**config.mk**
```make
export PLATFORM = sky130hd
export DESIGN_NAME = gsos_select
export DESIGN_NICKNAME = d
export VERILOG_FILES = /design/src/gsos_pkg.sv /design/src/gsos_pulse.sv /design/src/gsos_select.sv
export SDC_FILE = /design/constraint.sdc
export NUM_CORES = 1
export LEC_CHECK = 0
export ABC_AREA = 1
export ABC_CLOCK_PERIOD_IN_PS = 2200
export BUFFER_PORTS_ARGS = -buffer_cell sky130_fd_sc_hd__buf_2
export CAP_MARGIN = 10
export CORE_ASPECT_RATIO = 0.7
export CORE_MARGIN = 2
export CORE_UTILIZATION = 50
export CTS_CLUSTER_DIAMETER = 120
export CTS_CLUSTER_SIZE = 28
export DETAILED_ROUTE_END_ITERATION = 16
export PLACE_DENSITY = 0.91
export SLEW_MARGIN = 20
export SYNTH_ARGS = -nofsm -noshare
export SYNTH_HDL_FRONTEND = slang
export SYNTH_SLANG_ARGS = --single-unit
```
**constraint.sdc**
```tcl
create_clock -name sys_clk -period 2.2 [get_ports sys_clk]
set_clock_uncertainty 0.2 [all_clocks]
set_input_delay 0.44 -clock sys_clk [delete_from_list [all_inputs] [get_ports sys_clk]]
set_output_delay 0.44 -clock sys_clk [all_outputs]
set_load 0.03 [all_outputs]
```
**src/gsos_pkg.sv**
```systemverilog
// Package for the status output selector: function codes, timing and carriers
package gsos_pkg;

  // ----------------------------------------------------------------------
  // Function codes
  // ----------------------------------------------------------------------
  localparam logic [4:0] FN_TEMP_SHUTDOWN = 5'h04;
  localparam logic [4:0] FN_ACC_DETECT    = 5'h05;
  localparam logic [4:0] FN_LOOP_A_LOCK   = 5'h09;
  localparam logic [4:0] FN_LOOP_B_LOCK   = 5'h0a;
  localparam logic [4:0] FN_RATE_A_LOCK   = 5'h0b;
  localparam logic [4:0] FN_RATE_B_LOCK   = 5'h0c;
  localparam logic [4:0] FN_RANGE_A_SIG   = 5'h0d;
  localparam logic [4:0] FN_RANGE_B_SIG   = 5'h0f;
  localparam logic [4:0] FN_FIFO_ERROR    = 5'h11;
  localparam logic [4:0] FN_CLOCK_OUT     = 5'h12;
  localparam logic [4:0] FN_TEMP_WARNING  = 5'h13;
  localparam logic [4:0] FN_SERVO_DONE    = 5'h14;
  localparam logic [4:0] FN_RESET         = 5'h00;

  // ----------------------------------------------------------------------
  // Register map (word offsets)
  // ----------------------------------------------------------------------
  localparam logic [3:0] ADDR_FUNC     = 4'h0;
  localparam logic [3:0] ADDR_LEVELS   = 4'h1;
  localparam logic [3:0] ADDR_IRQ_STAT = 4'h2;
  localparam logic [3:0] ADDR_IRQ_CLR  = 4'h3;
  localparam logic [3:0] ADDR_IRQ_EN   = 4'h4;

  // Interrupt status bit positions
  localparam int IRQ_ACC_EVENT = 0;
  localparam int IRQ_OVERTEMP  = 1;
  localparam int IRQ_FIFO_ERR  = 2;
  localparam int IRQ_BITS      = 3;

  // ----------------------------------------------------------------------
  // Timing
  // ----------------------------------------------------------------------
  localparam int CLK_PERIOD_PS = 10000;
  localparam int ACC_PULSE_US  = 31;
  localparam int ACC_PULSE_CYC = (ACC_PULSE_US * 1000000) / CLK_PERIOD_PS;

  // Status levels delivered by the surrounding codec logic
  typedef struct packed {
    logic temp_shutdown;
    logic temp_warning;
    logic freq_loop_a_lock;
    logic freq_loop_b_lock;
    logic rate_converter_a_lock;
    logic rate_converter_b_lock;
    logic range_controller_a_sig;
    logic range_controller_b_sig;
    logic fifo_error;
    logic servo_done;
  } gsos_status_s;

endpackage

```
**src/gsos_pulse.sv**
```systemverilog
// One-shot pulse stretcher for the accessory-detect output
`timescale 1ns/10ps
module gsos_pulse #(
  parameter int WIDTH_CYC = gsos_pkg::ACC_PULSE_CYC
) (
  input  wire logic sys_clk,
  input  wire logic rst_n,
  input  wire logic clk_en,
  input  wire logic trigger,
  output logic      pulse
);

  initial begin
    if (WIDTH_CYC < 1 || WIDTH_CYC > 65535) begin
      $error("gsos_pulse: WIDTH_CYC out of range");
    end
  end

  logic [15:0] count;
  logic [15:0] next_count;
  logic        next_pulse;

  // Load on trigger, count down, pulse while nonzero; retrigger restarts
  always_comb begin
    next_count = count;
    if (trigger) begin
      next_count = 16'(WIDTH_CYC);
    end else if (count != 16'h0000) begin
      next_count = count - 16'h0001;
    end
    next_pulse = (next_count != 16'h0000);
  end

  // State registers
  always_ff @(posedge sys_clk or negedge rst_n) begin
    if (!rst_n) begin
      count <= 16'h0000;
      pulse <= 1'b0;
    end else if (clk_en) begin
      count <= next_count;
      pulse <= next_pulse;
    end
  end

endmodule // gsos_pulse

```
**src/gsos_select.sv**
```systemverilog
// Status output selector: routes one internal status signal onto a GPIO pin
// Notes on behaviour
// - Code 05h: one 31 us pulse per accessory insert, removal or impedance change
// - Code 09h: pin shows first frequency loop lock
// - Code 0Ah: pin shows second frequency loop lock
// - Code 0Bh: pin shows first rate converter lock
// - Code 0Ch: pin shows second rate converter lock
// - Code 0Dh: pin shows first interface range controller signal detect
// - Code 0Fh: pin shows second interface range controller signal detect
// - Code 11h: pin shows digital core FIFO error
// - Code 12h: pin carries the clock derived from the system clock
// - Code 13h: pin shows temperature above warning level
// - Code 14h: pin shows headphone DC servo complete
// - Code 04h: pin shows temperature above shutdown level
//
// Decided for this implementation: the strobed register port and the address map.
`timescale 1ns/10ps
module gsos_select #(
  parameter int PULSE_CYC = gsos_pkg::ACC_PULSE_CYC
) (
  input  wire logic                  sys_clk,
  input  wire logic                  rst_n,
  input  wire logic                  clk_en,
  input  wire logic [3:0]            addr,
  input  wire logic [31:0]           wdata,
  input  wire logic                  wr,
  input  wire logic                  rd,
  output logic      [31:0]           rdata,
  input  wire gsos_pkg::gsos_status_s status,
  input  wire logic                  accessory_detect,
  input  wire logic                  derived_clock_out,
  output logic                       gpio_out,
  output logic                       gpio_oe,
  output logic                       irq
);

  initial begin
    if (PULSE_CYC < 1) begin
      $error("gsos_select: PULSE_CYC must be at least one");
    end
  end

  // ----------------------------------------------------------------------
  // State
  // ----------------------------------------------------------------------
  logic [4:0]                    func;
  logic [4:0]                    next_func;
  logic [31:0]                   next_rdata;
  logic [gsos_pkg::IRQ_BITS-1:0] irq_stat;
  logic [gsos_pkg::IRQ_BITS-1:0] next_irq_stat;
  logic [gsos_pkg::IRQ_BITS-1:0] irq_en;
  logic [gsos_pkg::IRQ_BITS-1:0] next_irq_en;
  logic [gsos_pkg::IRQ_BITS-1:0] events;
  logic                          acc_pulse;
  logic                          level_sel;
  logic                          next_level;
  logic                          level_q;
  logic                          shut_q;
  logic                          fifo_q;
  logic                          is_clock;

  // Status packed into a readable word
  function automatic logic [31:0] pack_levels(gsos_pkg::gsos_status_s s);
    return {22'h00_0000, s};
  endfunction

  // ----------------------------------------------------------------------
  // Accessory event pulse
  // ----------------------------------------------------------------------
  gsos_pulse #(
    .WIDTH_CYC (PULSE_CYC)
  ) u_pulse (
    .sys_clk  (sys_clk),
    .rst_n    (rst_n),
    .clk_en   (clk_en),
    .trigger  (accessory_detect),
    .pulse    (acc_pulse)
  );

  // ----------------------------------------------------------------------
  // Function selection
  // ----------------------------------------------------------------------
  always_comb begin
    unique case (func)
      gsos_pkg::FN_TEMP_SHUTDOWN: level_sel = status.temp_shutdown;
      gsos_pkg::FN_ACC_DETECT:    level_sel = acc_pulse;
      gsos_pkg::FN_LOOP_A_LOCK:   level_sel = status.freq_loop_a_lock;
      gsos_pkg::FN_LOOP_B_LOCK:   level_sel = status.freq_loop_b_lock;
      gsos_pkg::FN_RATE_A_LOCK:   level_sel = status.rate_converter_a_lock;
      gsos_pkg::FN_RATE_B_LOCK:   level_sel = status.rate_converter_b_lock;
      gsos_pkg::FN_RANGE_A_SIG:   level_sel = status.range_controller_a_sig;
      gsos_pkg::FN_RANGE_B_SIG:   level_sel = status.range_controller_b_sig;
      gsos_pkg::FN_FIFO_ERROR:    level_sel = status.fifo_error;
      gsos_pkg::FN_TEMP_WARNING:  level_sel = status.temp_warning;
      gsos_pkg::FN_SERVO_DONE:    level_sel = status.servo_done;
      default:                    level_sel = 1'b0;
    endcase
    next_level = level_sel;
  end

  // Clock passes combinationally so it is not halved by registering
  assign is_clock = (func == gsos_pkg::FN_CLOCK_OUT);
  assign gpio_out = is_clock ? derived_clock_out : level_q;
  assign gpio_oe  = 1'b1;

  // ----------------------------------------------------------------------
  // Register file and interrupts
  // ----------------------------------------------------------------------
  assign events = {status.fifo_error & ~fifo_q,
                   status.temp_shutdown & ~shut_q,
                   accessory_detect};

  always_comb begin
    next_func     = func;
    next_irq_en   = irq_en;
    next_irq_stat = irq_stat;
    next_rdata    = 32'h0000_0000;
    if (wr && addr == gsos_pkg::ADDR_FUNC) begin
      next_func = wdata[4:0];
    end
    if (wr && addr == gsos_pkg::ADDR_IRQ_EN) begin
      next_irq_en = wdata[gsos_pkg::IRQ_BITS-1:0];
    end
    if (wr && addr == gsos_pkg::ADDR_IRQ_CLR) begin
      next_irq_stat = irq_stat & ~wdata[gsos_pkg::IRQ_BITS-1:0];
    end
    // Set wins over a clear in the same cycle
    next_irq_stat = next_irq_stat | events;
    if (rd) begin
      unique case (addr)
        gsos_pkg::ADDR_FUNC:     next_rdata = {27'h000_0000, func};
        gsos_pkg::ADDR_LEVELS:   next_rdata = pack_levels(status);
        gsos_pkg::ADDR_IRQ_STAT: next_rdata = {29'h0000_0000, irq_stat};
        gsos_pkg::ADDR_IRQ_EN:   next_rdata = {29'h0000_0000, irq_en};
        default:                 next_rdata = 32'h0000_0000;
      endcase
    end
  end

  assign irq = |(irq_stat & irq_en);

  // State registers
  always_ff @(posedge sys_clk or negedge rst_n) begin
    if (!rst_n) begin
      func     <= gsos_pkg::FN_RESET;
      rdata    <= 32'h0000_0000;
      irq_stat <= '0;
      irq_en   <= '0;
      level_q  <= 1'b0;
      shut_q   <= 1'b0;
      fifo_q   <= 1'b0;
    end else if (clk_en) begin
      func     <= next_func;
      rdata    <= next_rdata;
      irq_stat <= next_irq_stat;
      irq_en   <= next_irq_en;
      level_q  <= next_level;
      shut_q   <= status.temp_shutdown;
      fifo_q   <= status.fifo_error;
    end
  end

endmodule // gsos_select

```
* Word level (Yosys, flattened, before mapping) *
Cells that the tools add are included.

storage, ports and cells
  output and inout bits = 35
  word-level logic and storage cells = 50
  register bits = 63
  memory bits (read-only) = 0
  input port bits = 53
  memory bits (writable) = 0
  latch bits = 0
  memories = 0

operators by class
  bitwise logic cells = 8
  div/mod/pow operators = 0
  $mul = 0
  reductions and logical operators = 9
  mux-type cells = 7
  eq/ne operators = 16
  add/subtract/negate cells = 1
  shift-type cells = 0
  magnitude comparators = 0

operators with widths
  kind                                                                  count
  10-bit one-hot mux with 4 select lines                                1
  16-bit 2-to-1 mux                                                     2
  16-bit nonzero test                                                   2
  5-bit by 4-bit == test with 1-bit output, second input constant       6
  5-bit == test, second input constant                                  4
  16-bit by 1-bit subtractor with 16-bit output, second input constant  1
  1-bit one-hot mux with 11 select lines                                1
  5-bit by 3-bit == test with 1-bit output, second input constant       2
  10-bit 2-to-1 mux                                                     1
  4-bit by 2-bit == test with 1-bit output, second input constant       2
  3-bit bitwise AND                                                     2
  4-bit by 1-bit == test with 1-bit output, second input constant       1
  4-bit by 3-bit == test with 1-bit output, second input constant       1
  4-bit logical NOT                                                     1
  2-bit AND reduction                                                   2
  1-bit logical AND                                                     3
  3-bit 2-to-1 mux                                                      1
  3-bit NOT                                                             1
  3-bit bitwise OR                                                      1
  3-bit OR reduction                                                    1
  1-bit bitwise AND                                                     2
  1-bit NOT                                                             2
  1-bit 2-to-1 mux                                                      1

* Longest topological paths before layout *
Gate-level depths: netlist (run 1).

  depth after elaboration = 4
  depth in mapped cells = 14
  gate-level depth less buffers = 13

* Hierarchy *
Synthesis (run 1) repeated with hierarchy kept, for this count alone.

unflattened totals
  cells, all modules = 391
  area total of the unflattened synthesis = 2751.4 um2

modules (own cells, without submodules)
  module       area each (um2)  sequential area each (um2)  times used  cells an instance
  gsos_select  1508.9           600.6                       1           197
  gsos_pulse   1242.4           425.4                       1           194

* Least setup slack after synthesis (run 1) *
OpenSTA, ideal clock, no wires.

  kind = register to register
  start point = reg u_pulse.count[0]
  end point = reg u_pulse.pulse
  setup slack = 278 ps
  data arrival time = 1606 ps
  setup time = 116 ps
  required time = 1884 ps
  cell stages (with the launch flop) = 13
  cells stage by stage = dfrtp_1 clkinv_1 ha_1 clkbuf_1 nand2_1 nor2_1 xor2_1 nand3_1 nand2_1 nor2_1 nand3_1 nand2_1 nand2_1

between the ends
  word-level cells in the longest chain between the ends = 4

ends and longest elaborated chain
  element                                                                               line                                RTL
  from (decl)                                                                           gsos_pulse.sv:19                    logic [15:0] count;
  from (signal assigned)                                                                gsos_pulse.sv:40                    count <= next_count;
  16-bit by 1-bit subtractor with 16-bit output or 16-bit nonzero test (tied branches)  gsos_pulse.sv:29, gsos_pulse.sv:28
  16-bit 2-to-1 mux (*)                                                                 gsos_pulse.sv:28                    end else if (count != 16'h0000) begin
  16-bit 2-to-1 mux (*)                                                                 gsos_pulse.sv:26                    if (trigger) begin
  16-bit nonzero test (*)                                                               gsos_pulse.sv:31                    next_pulse = (next_count != 16'h0000);
  to (signal assigned)                                                                  gsos_pulse.sv:41                    pulse <= next_pulse;
  to (decl)                                                                             gsos_pulse.sv:10                    output logic pulse

Mark *: on every way between the ends. The rest lies on a longest branch, timed or not.
A chain may end at the register's enable or synchronous reset.

* Final worst setup path (run 1) *
  start point = reg func[1]
  end point = out gpio_out

between the ends
  word-level cells in the longest chain between the ends = 2

ends and longest elaborated chain
  element                 line                RTL
  from (decl)             gsos_select.sv:46   logic [4:0] func;
  from (signal assigned)  gsos_select.sv:145  func <= gsos_pkg::FN_RESET;
  from (signal assigned)  gsos_select.sv:153  func <= next_func;
  5-bit == test           gsos_select.sv:102  assign is_clock = (func == gsos_pkg::FN_CLOCK_OUT);
  1-bit 2-to-1 mux        gsos_select.sv:103  assign gpio_out = is_clock ? derived_clock_out : level_q;
  to (decl)               gsos_select.sv:32   output logic gpio_out,

No other way between the ends.

==> metrics.cfg, run 1 <==
[synth]
syn_area_per_cell_um2 = 7.04
synth_area_um2 = 2660
async_flop_share = 1.00
synth-seq-cells = 41
synth_compound_area_frac = 0.102
synth-edff-count = 0
ys_seq_area_frac = 0.386
yosys.area_share.simple = 0.365
synth_warnings = 0
synth_top_area_cell = dfrtp_1
synth_top_family_by_area = simple AND/OR/NAND/NOR gates
synth.mux.area_fraction = 0
synth_flop_cell = dfrtp_1
synthAdderAreaFrac = 0.00943
ys_top_cells_by_area = dfrtp_1 (39%), nand2_1 (17%), buf_4 (6.8%), nand3_1 (6.2%), o21ai_0 (5.5%)
synth_top_area_share = 0.386
synth_xor_area_frac = 0.00660
synth_cells = 377
synth_cell_types = 30

[die]
die_h_um = 65.0
dieWidth_um = 91.1
core_um2 = 5170
die_area_um2 = 5920
placement_rows = 22
io_pins = 88
initial_utilization = 0.513

[clock_network]
worstSkewPairLatency_ps = 300
root_buffer = clkbuf_8
cts.path.max_buffers = 2
cts.htree.levels = 2
numCtsBuffers = 5
path_clk_slew_ps = 80
cts_tree = done
clock_sinks = 41

[detailed_routing]
antenna_left = 0
dr.first_iter.drc_count = 281
viasPerCell = 5.50
drc = 0
routedWlPerCell_um = 13.2
firstDrtPassIters = 5
wirelength_mm = 6.50
vias = 2713

[sta]
fmax_mhz = 475
fin_crit_ps = 2110
hold_violations = 0
post-route-period-util = 0.958
finalMaxSlewViolations = 0
setup_violations = 0
setup_tns_ps = 0

[min_path]
hp-class = in -> reg

[flow_run]
drv_cap = 0

[power_and_ir_drop]
p_clk_frac = 0.302
ir_drop_uv = 320
switchingPower_uw = 691
power_leakage_uw = 0.00159
power_uw = 2000
power.internal_uw = 1300
power_density_nw_per_um2 = 656
seqPwrFrac = 0.445
switching_share = 0.346
power_frac_comb = 0.253

[final_layout]
fillerInstances = 474
final_common_cell = nand2_1
nNetsFinal = 476
drive_gt1_frac = 0.178
antennaDiodeCount = 0
syn_to_final_growth_pct = 14.6
layout_common_cells = nand2_1 (122), dfrtp_1 (39), buf_2 (37)

[grt]
grt_max_degree = 26
grt_pass1_wl_mm = 10.7
antenna_found_initial = 0
grt_pass1_vias = 2206
gr-total-overflow = 0
grtUsageTotal = 0.226

[critical_path]
worstSetupPathType = reg -> out
endpoint_kind = output pin
cp.required_ps = 1560
cp.arrival_ps = 1470
start_kind = flip-flop
path_max_fanout = 6

[placed_design]
portBuffers = 37
gp_congestion = 0.968
dp_hpwl_mm = 4.85

[status]
status = finished clean

## cells by family (layout without fill, tap and decap cells)
| kind of cell | count (synthesis) | count (layout) |
|---|---|---|
| AND/OR/NAND/NOR | 222 | 222 |
| buffers and inverters | 62 | 85 |
| other | 2 | 23 |
| AO/OA/AOI/OAI | 46 | 46 |
| XOR/XNOR | 2 | 2 |
| flip-flops | 41 | 41 |
| adder cells (fa/ha/maj) | 2 | 2 |
## synthesized netlist by cell type (4+ instances only)
| library cell | number |
|---|---|
| nand3b_1 | 10 |
| inv_1 | 27 |
| nand3_1 | 33 |
| a21oi_1 | 4 |
| clkbuf_1 | 5 |
| dfrtp_1 | 41 |
| o21ai_0 | 29 |
| buf_4 | 24 |
| nor2_1 | 36 |
| nand4_1 | 7 |
| nand2_2 | 4 |
| nor2_2 | 4 |
| a32o_1 | 4 |
| nand2_1 | 122 |
## state kept, by name, summed over array words and instances, names as in the netlist
name,cells
fifo_q,1
u_pulse.pulse,1
rdata,10
irq_en,3
u_pulse.count,16
level_q,1
func,5
irq_stat,3
shut_q,1
## per-layer routing
metal  vias up  share of wire  global-route usage
met4         0          0.011              0.0530
li1       1280              -                   -
met2       155           0.43               0.328
met1      1271           0.46               0.347
met3         7           0.10              0.0407
met5         -              0                   0
## power by group through the flow
stage / clock network (µW) / logic (µW) / registers (µW)
2_1_floorplan: 0 / 367 / 885
3_3_place_gp: 0 / 452 / 894
3_5_place_dp: 0 / 466 / 896
4_1_cts: 599 / 472 / 882
5_1_grt: 639 / 561 / 898
6_report: 603 / 506 / 887
## worst max-delay path, cell delays in order, from the launching register on
cell and delay, ps:
dfrtp_2 450, inv_1 190, nor2_1 80, nand2_1 100, nor2_1 50, a21oi_1 100, buf_2 200
## repair_timing
action / CTS / global route
setup endpoints to repair: 0 / 2
hold buffers: 1 / 0
setup buffers: 0 / 4
resized for setup: 0 / 13
endpoints found under the hold margin: 16 / 0
## layout make-up
type	count	area (µm²)	area share
Multi-Input combinational cell	295	1410	0.463
Sequential cell	41	1030	0.338
Timing Repair Buffer	49	303	0.0995
Inverter	29	109	0.0358
Tap cell	72	90.1	0.0296
Clock buffer	5	68.8	0.0226
Clock inverter	2	35.0	0.0115
## path summary, 6_finish.rpt
kind                            slack (ps)            end              from  depth (start not counted)
worst max-delay path                    90       gpio_out           func[1]                          6
worst min-delay path                   190        func[3]          wdata[3]                          3
worst max register to register         170  u_pulse.pulse  u_pulse.count[1]                         12
worst min register to register         250    irq_stat[2]            fifo_q                          1
max in group asynchronous              910        func[1]             rst_n                          3
min in group asynchronous              410        level_q             rst_n                          2
## per-stage QoR
stage | instance area, µm² | instances | setup WS [ps] | hold slack [ps] | utilization
final | 3040 | 493 | 93.1 | 192 | 0.588
after global routing | 3040 | 493 | -32.9 | 194 | 0.588
after CTS | 2960 | 489 | 55.1 | 192 | 0.572
after detailed placement | 2840 | 481 | 92.0 | 195 | 0.550
after global placement | 2840 | 481 | 158 | 188 | 0.550
after floorplan | 2730 | 398 | 278 | -55.6 | -
Power figures use the tool's default switching activity.
==> inputs of run 2 (changes only) <==
Settings changed: CORE_ASPECT_RATIO 0.7 to unset.
==> run 2 against run 1 <==
  * Sequential power is essentially flat
  * Worst hold slack lost 3.7 ps
  * Utilization shrank 0.18 points
  * Setup slack gained 19 ps
  * Critical endpoint unchanged
==> metrics.cfg, run 2 (synthesis results as in run 1) <==
[status]
status = finished clean

[power_and_ir_drop]
power_leakage_uw = 0.00156
power_density_nw_per_um2 = 669
ir_drop_uv = 414
power_uw = 2000

[clock_network]
postCtsSetupBuffers = 0
cts.htree.levels = 2
cts_tree = done
clock_sinks = 41
worstSkewPairLatency_ps = 290
numCtsBuffers = 5
path_clk_slew_ps = 80
cts.path.max_buffers = 2
root_buffer = clkbuf_8

[sta]
worst_pin_slew_ps = 559
fin_crit_ps = 2090
post-route-period-util = 0.949
setup_slack_ps = 112
setup_violations = 0
fmax_mhz = 479
max_slew_margin = 0.624
whs_ps = 189
finalMaxSlewViolations = 0
hold_violations = 0

[detailed_routing]
wirelength_mm = 6.34
routedWlPerCell_um = 13.0
firstDrtPassIters = 4
viasPerCell = 5.23
dr.first_iter.drc_count = 145
antenna_left = 0
vias = 2558
drc = 0

[critical_path]
endpoint_kind = output pin
path_max_fanout = 10
start_kind = flip-flop
worstSetupPathType = reg -> out
cp.required_ps = 1560
cp.arrival_ps = 1450

[final_layout]
postLayoutCellArea_um2 = 2990
antennaDiodeCount = 0
top_register = u_pulse.count
largest_reg_flops = 16
layout_common_cells = nand2_1 (122), dfrtp_1 (40), buf_2 (36)
stdcell_count = 489
nNetsFinal = 473
drive_gt1_frac = 0.172
syn_to_final_growth_pct = 12.7
final_common_cell = nand2_1
largestRegisters = u_pulse.count x16, rdata x10, func x5

[min_path]
hp-class = in -> reg

[die]
die_area_um2 = 5910
initial_utilization = 0.520
io_pins = 88
dieWidth_um = 76.9
core_um2 = 5110
placement_rows = 26
die_h_um = 76.9

[grt]
grt_max_degree = 34
gr-total-overflow = 0
grt_pass1_vias = 2456
grt_pass1_wl_mm = 10.7
antenna_found_initial = 0
grtUsageTotal = 0.222

[placed_design]
dpl.cell_count = 480
dp_hpwl_mm = 4.75
portBuffers = 37
place_area_um2 = 2840
pre_cts_ws_ps = 125
gp_congestion = 0.893

[flow_run]
drv_cap = 0

## run 2: layer usage
layer  up-vias  part of all wire  GRT usage
met4         0             0.031      0.104
met5         -                 0          0
li1       1273                 -          -
met2       100              0.50      0.389
met3        21             0.055     0.0376
met1      1164              0.41      0.266
## run 2: power breakdown
group / leakage (µW) / internal [µW] / switching, µW / total (µW)
sequential: 0.000513 / 815 / 73.6 / 889
clock: 0.0000574 / 369 / 271 / 640
combinational: 0.000994 / 144 / 330 / 475
total: 0.00156 / 1330 / 675 / 2000
## run 2: area by class of cell
| cell class | instances | area [µm²] |
|---|---|---|
| Tap cell | 70 | 87.6 |
| Fill cell | 491 | 2110 |
| Clock buffer | 6 | 82.6 |
| Clock inverter | 2 | 37.5 |
| Timing Repair Buffer | 46 | 258 |
| Sequential cell | 41 | 1030 |
| Inverter | 29 | 109 |
| Multi-Input combinational cell | 295 | 1390 |
## run 2: worst paths after layout
path	start	to	slack, ps	cells after the start
min reg2reg	fifo_q	irq_stat[2]	270	1
max in group asynchronous	rst_n	func[1]	760	3
max	func[0]	gpio_out	110	4
min	wdata[4]	func[4]	190	3
min in group asynchronous	rst_n	u_pulse.count[7]	440	2
max reg2reg	u_pulse.count[1]	u_pulse.pulse	200	11
## run 2: stage by stage
| stage | utilization | TNS (ps) |
|---|---|---|
| floorplan | - | 0 |
| global placement | 0.555 | 0 |
| detailed placement | 0.555 | 0 |
| CTS | 0.581 | 0 |
| global route | 0.586 | -19.1 |
| finish | 0.586 | 0 |
## run 2: timing repair
item | CTS | global route
hold buffers | 1 | 0
hold endpoints to repair | 20 | 0
setup endpoints to repair | 0 | 2
gates resized for setup | 0 | 11
## run 2: critical path: stages (launching register included)
cell and delay [ps]:
dfrtp_1 500, nor2_1 190, nand2_1 100, a21oi_1 160, clkbuf_4 210
==> inputs of run 3 (changes only) <==
Settings changed: CORE_UTILIZATION 50 to 42, PLACE_DENSITY 0.91 to 0.8, TNS_END_PERCENT set to 50.
==> run 3 against run 2 <==
  * First-iteration DRC count down 5.5%
  * Sequential share of layout area down 0.58 points
  * Sequential power down 0.9%
  * Cell count up 1.2%
  * Worst hold slack better by 8.4 ps
  * Register-to-register slack worse by 60 ps
  * Global-route usage down 5.0 points
  * Die area up 18%
  * Clock-buffer cell count unchanged
  * Utilization down 8.1 points
  * Largest power group unchanged
  * Highest routed layer unchanged
==> metrics.cfg, run 3 (synthesis results as in run 1) <==
[grt]
grt_pass1_vias = 2268
gr-total-overflow = 0
grt_max_degree = 39
antenna_found_initial = 0
grtUsageTotal = 0.173
grt_pass1_wl_mm = 10.1

[sta]
finalMaxSlewViolations = 0
hold_violations = 0
fin_crit_ps = 2060
fmax_mhz = 485
setup_violations = 0
worst_pin_slew_ps = 510
post-route-period-util = 0.937
max_slew_margin = 0.657

[detailed_routing]
vias = 2498
wirelength_mm = 6.14
routedWlPerCell_um = 12.4
dr.first_iter.drc_count = 137
viasPerCell = 5.05
drc = 0
firstDrtPassIters = 4
antenna_left = 0

[critical_path]
crit_buf_inv = 1
start_kind = flip-flop
endpoint_kind = output pin
worstSetupPathType = reg -> out
rr_startpoint = u_pulse.count[11]
cp.arrival_ps = 1420
r2r_cells = 12
regToRegEndpoint = u_pulse.pulse
crit_slowest_cell = dfrtp_1
cp_slowest_stage_delay_ps = 450
crit_path_cell_trace = nor3_2 > nand2_1 > a21oi_1 > clkbuf_4
path_delay_family = flip-flops
cp.required_ps = 1560
path_max_fanout = 5
reg2reg_slack_ps = 140

[placed_design]
portBuffers = 37
dpl.cell_count = 483
place_area_um2 = 2840
dp_hpwl_mm = 4.67
gp_congestion = 0.944

[final_layout]
drive_gt1_frac = 0.171
nNetsFinal = 474
syn_to_final_growth_pct = 14.7
antennaDiodeCount = 0
largest_reg_flops = 16
postLayoutCellArea_um2 = 3040
top_register = u_pulse.count
layout_common_cells = nand2_1 (122), dfrtp_1 (40), buf_2 (36)
fillerInstances = 602
stdcell_count = 495
largestRegisters = u_pulse.count x16, rdata x10, func x5
final_common_cell = nand2_1

[min_path]
min_to = func[4]
hold_start = wdata[4]
hp-class = in -> reg
worstHoldPathCells = 3

[clock_network]
cts_tree = done
path_clk_slew_ps = 80
root_buffer = clkbuf_8
clock_sinks = 41
cts.htree.levels = 2
numCtsBuffers = 5
worstSkewPairLatency_ps = 290
cts.path.max_buffers = 2

[die]
core_um2 = 6030
dieWidth_um = 83.5
die_h_um = 83.5
die_area_um2 = 6970
placement_rows = 28
initial_utilization = 0.441
io_pins = 88

[power_and_ir_drop]
power_leakage_uw = 0.00158
power_density_nw_per_um2 = 662
ir_drop_uv = 358

[flow_run]
drv_cap = 0

[status]
status = finished clean

-- run 3: area by class of cell --
cell class,instances,area (µm²),share of cell area
Tap cell,75,93.8,0.0308
Timing Repair Buffer,47,290,0.0954
Clock buffer,6,82.6,0.0271
Clock inverter,2,37.5,0.0123
Inverter,29,109,0.0358
Multi-Input combinational cell,295,1400,0.461
Sequential cell,41,1030,0.337
-- run 3: how the worst max path moves through the flow --
stage                          to  slack, ps  cells after the start             start
finish                   gpio_out        140                      4           func[3]
global route        u_pulse.pulse        -30                     13  u_pulse.count[0]
CTS                      gpio_out         40                      4           func[3]
detailed placement  u_pulse.pulse        130                     13  u_pulse.count[1]
global placement    u_pulse.pulse        150                     13  u_pulse.count[1]
floorplan           u_pulse.pulse        280                     12  u_pulse.count[0]
-- run 3: timing repair --
action                                 in CTS  in global routing
setup buffers                               0                  3
setup endpoints to repair                   0                  2
hold buffers                                1                  0
gates resized for setup                     0                 12
endpoints found under the hold margin      20                  0
-- run 3: power breakdown --
part	internal, µW	switching [µW]	leakage, µW	total [µW]
Combinational	157	337	0.00101	494
Clock	369	272	0.0000574	641
Sequential	815	66.2	0.000513	881
-- run 3: metrics by stage --
step	setup TNS, ps	util	total power (µW)	setup slack (ps)	hold WS (ps)
floorplan	0	-	1250	278	-55.6
global placement	0	0.471	1350	153	234
detailed placement	0	0.471	1360	126	239
CTS	0	0.493	2010	41.8	187
global route	-31.8	0.505	2130	-31.8	195
finish	0	0.505	2020	139	197
-- run 3: worst min-delay path: cells and delay by family --
family,cells,cell delay (ps)
AOI/OAI and AO/OA,1,100
and+or+nand+nor,1,30
buffers and inverters,1,80
-- run 3: routing by layer --
metal	vias to the layer above	routed length (µm)	global-route usage
li1	1267	-	-
met1	1152	2890	0.230
met2	68	2930	0.282
met3	11	221	0.0346
met4	0	95	0.0572
met5	-	0	0
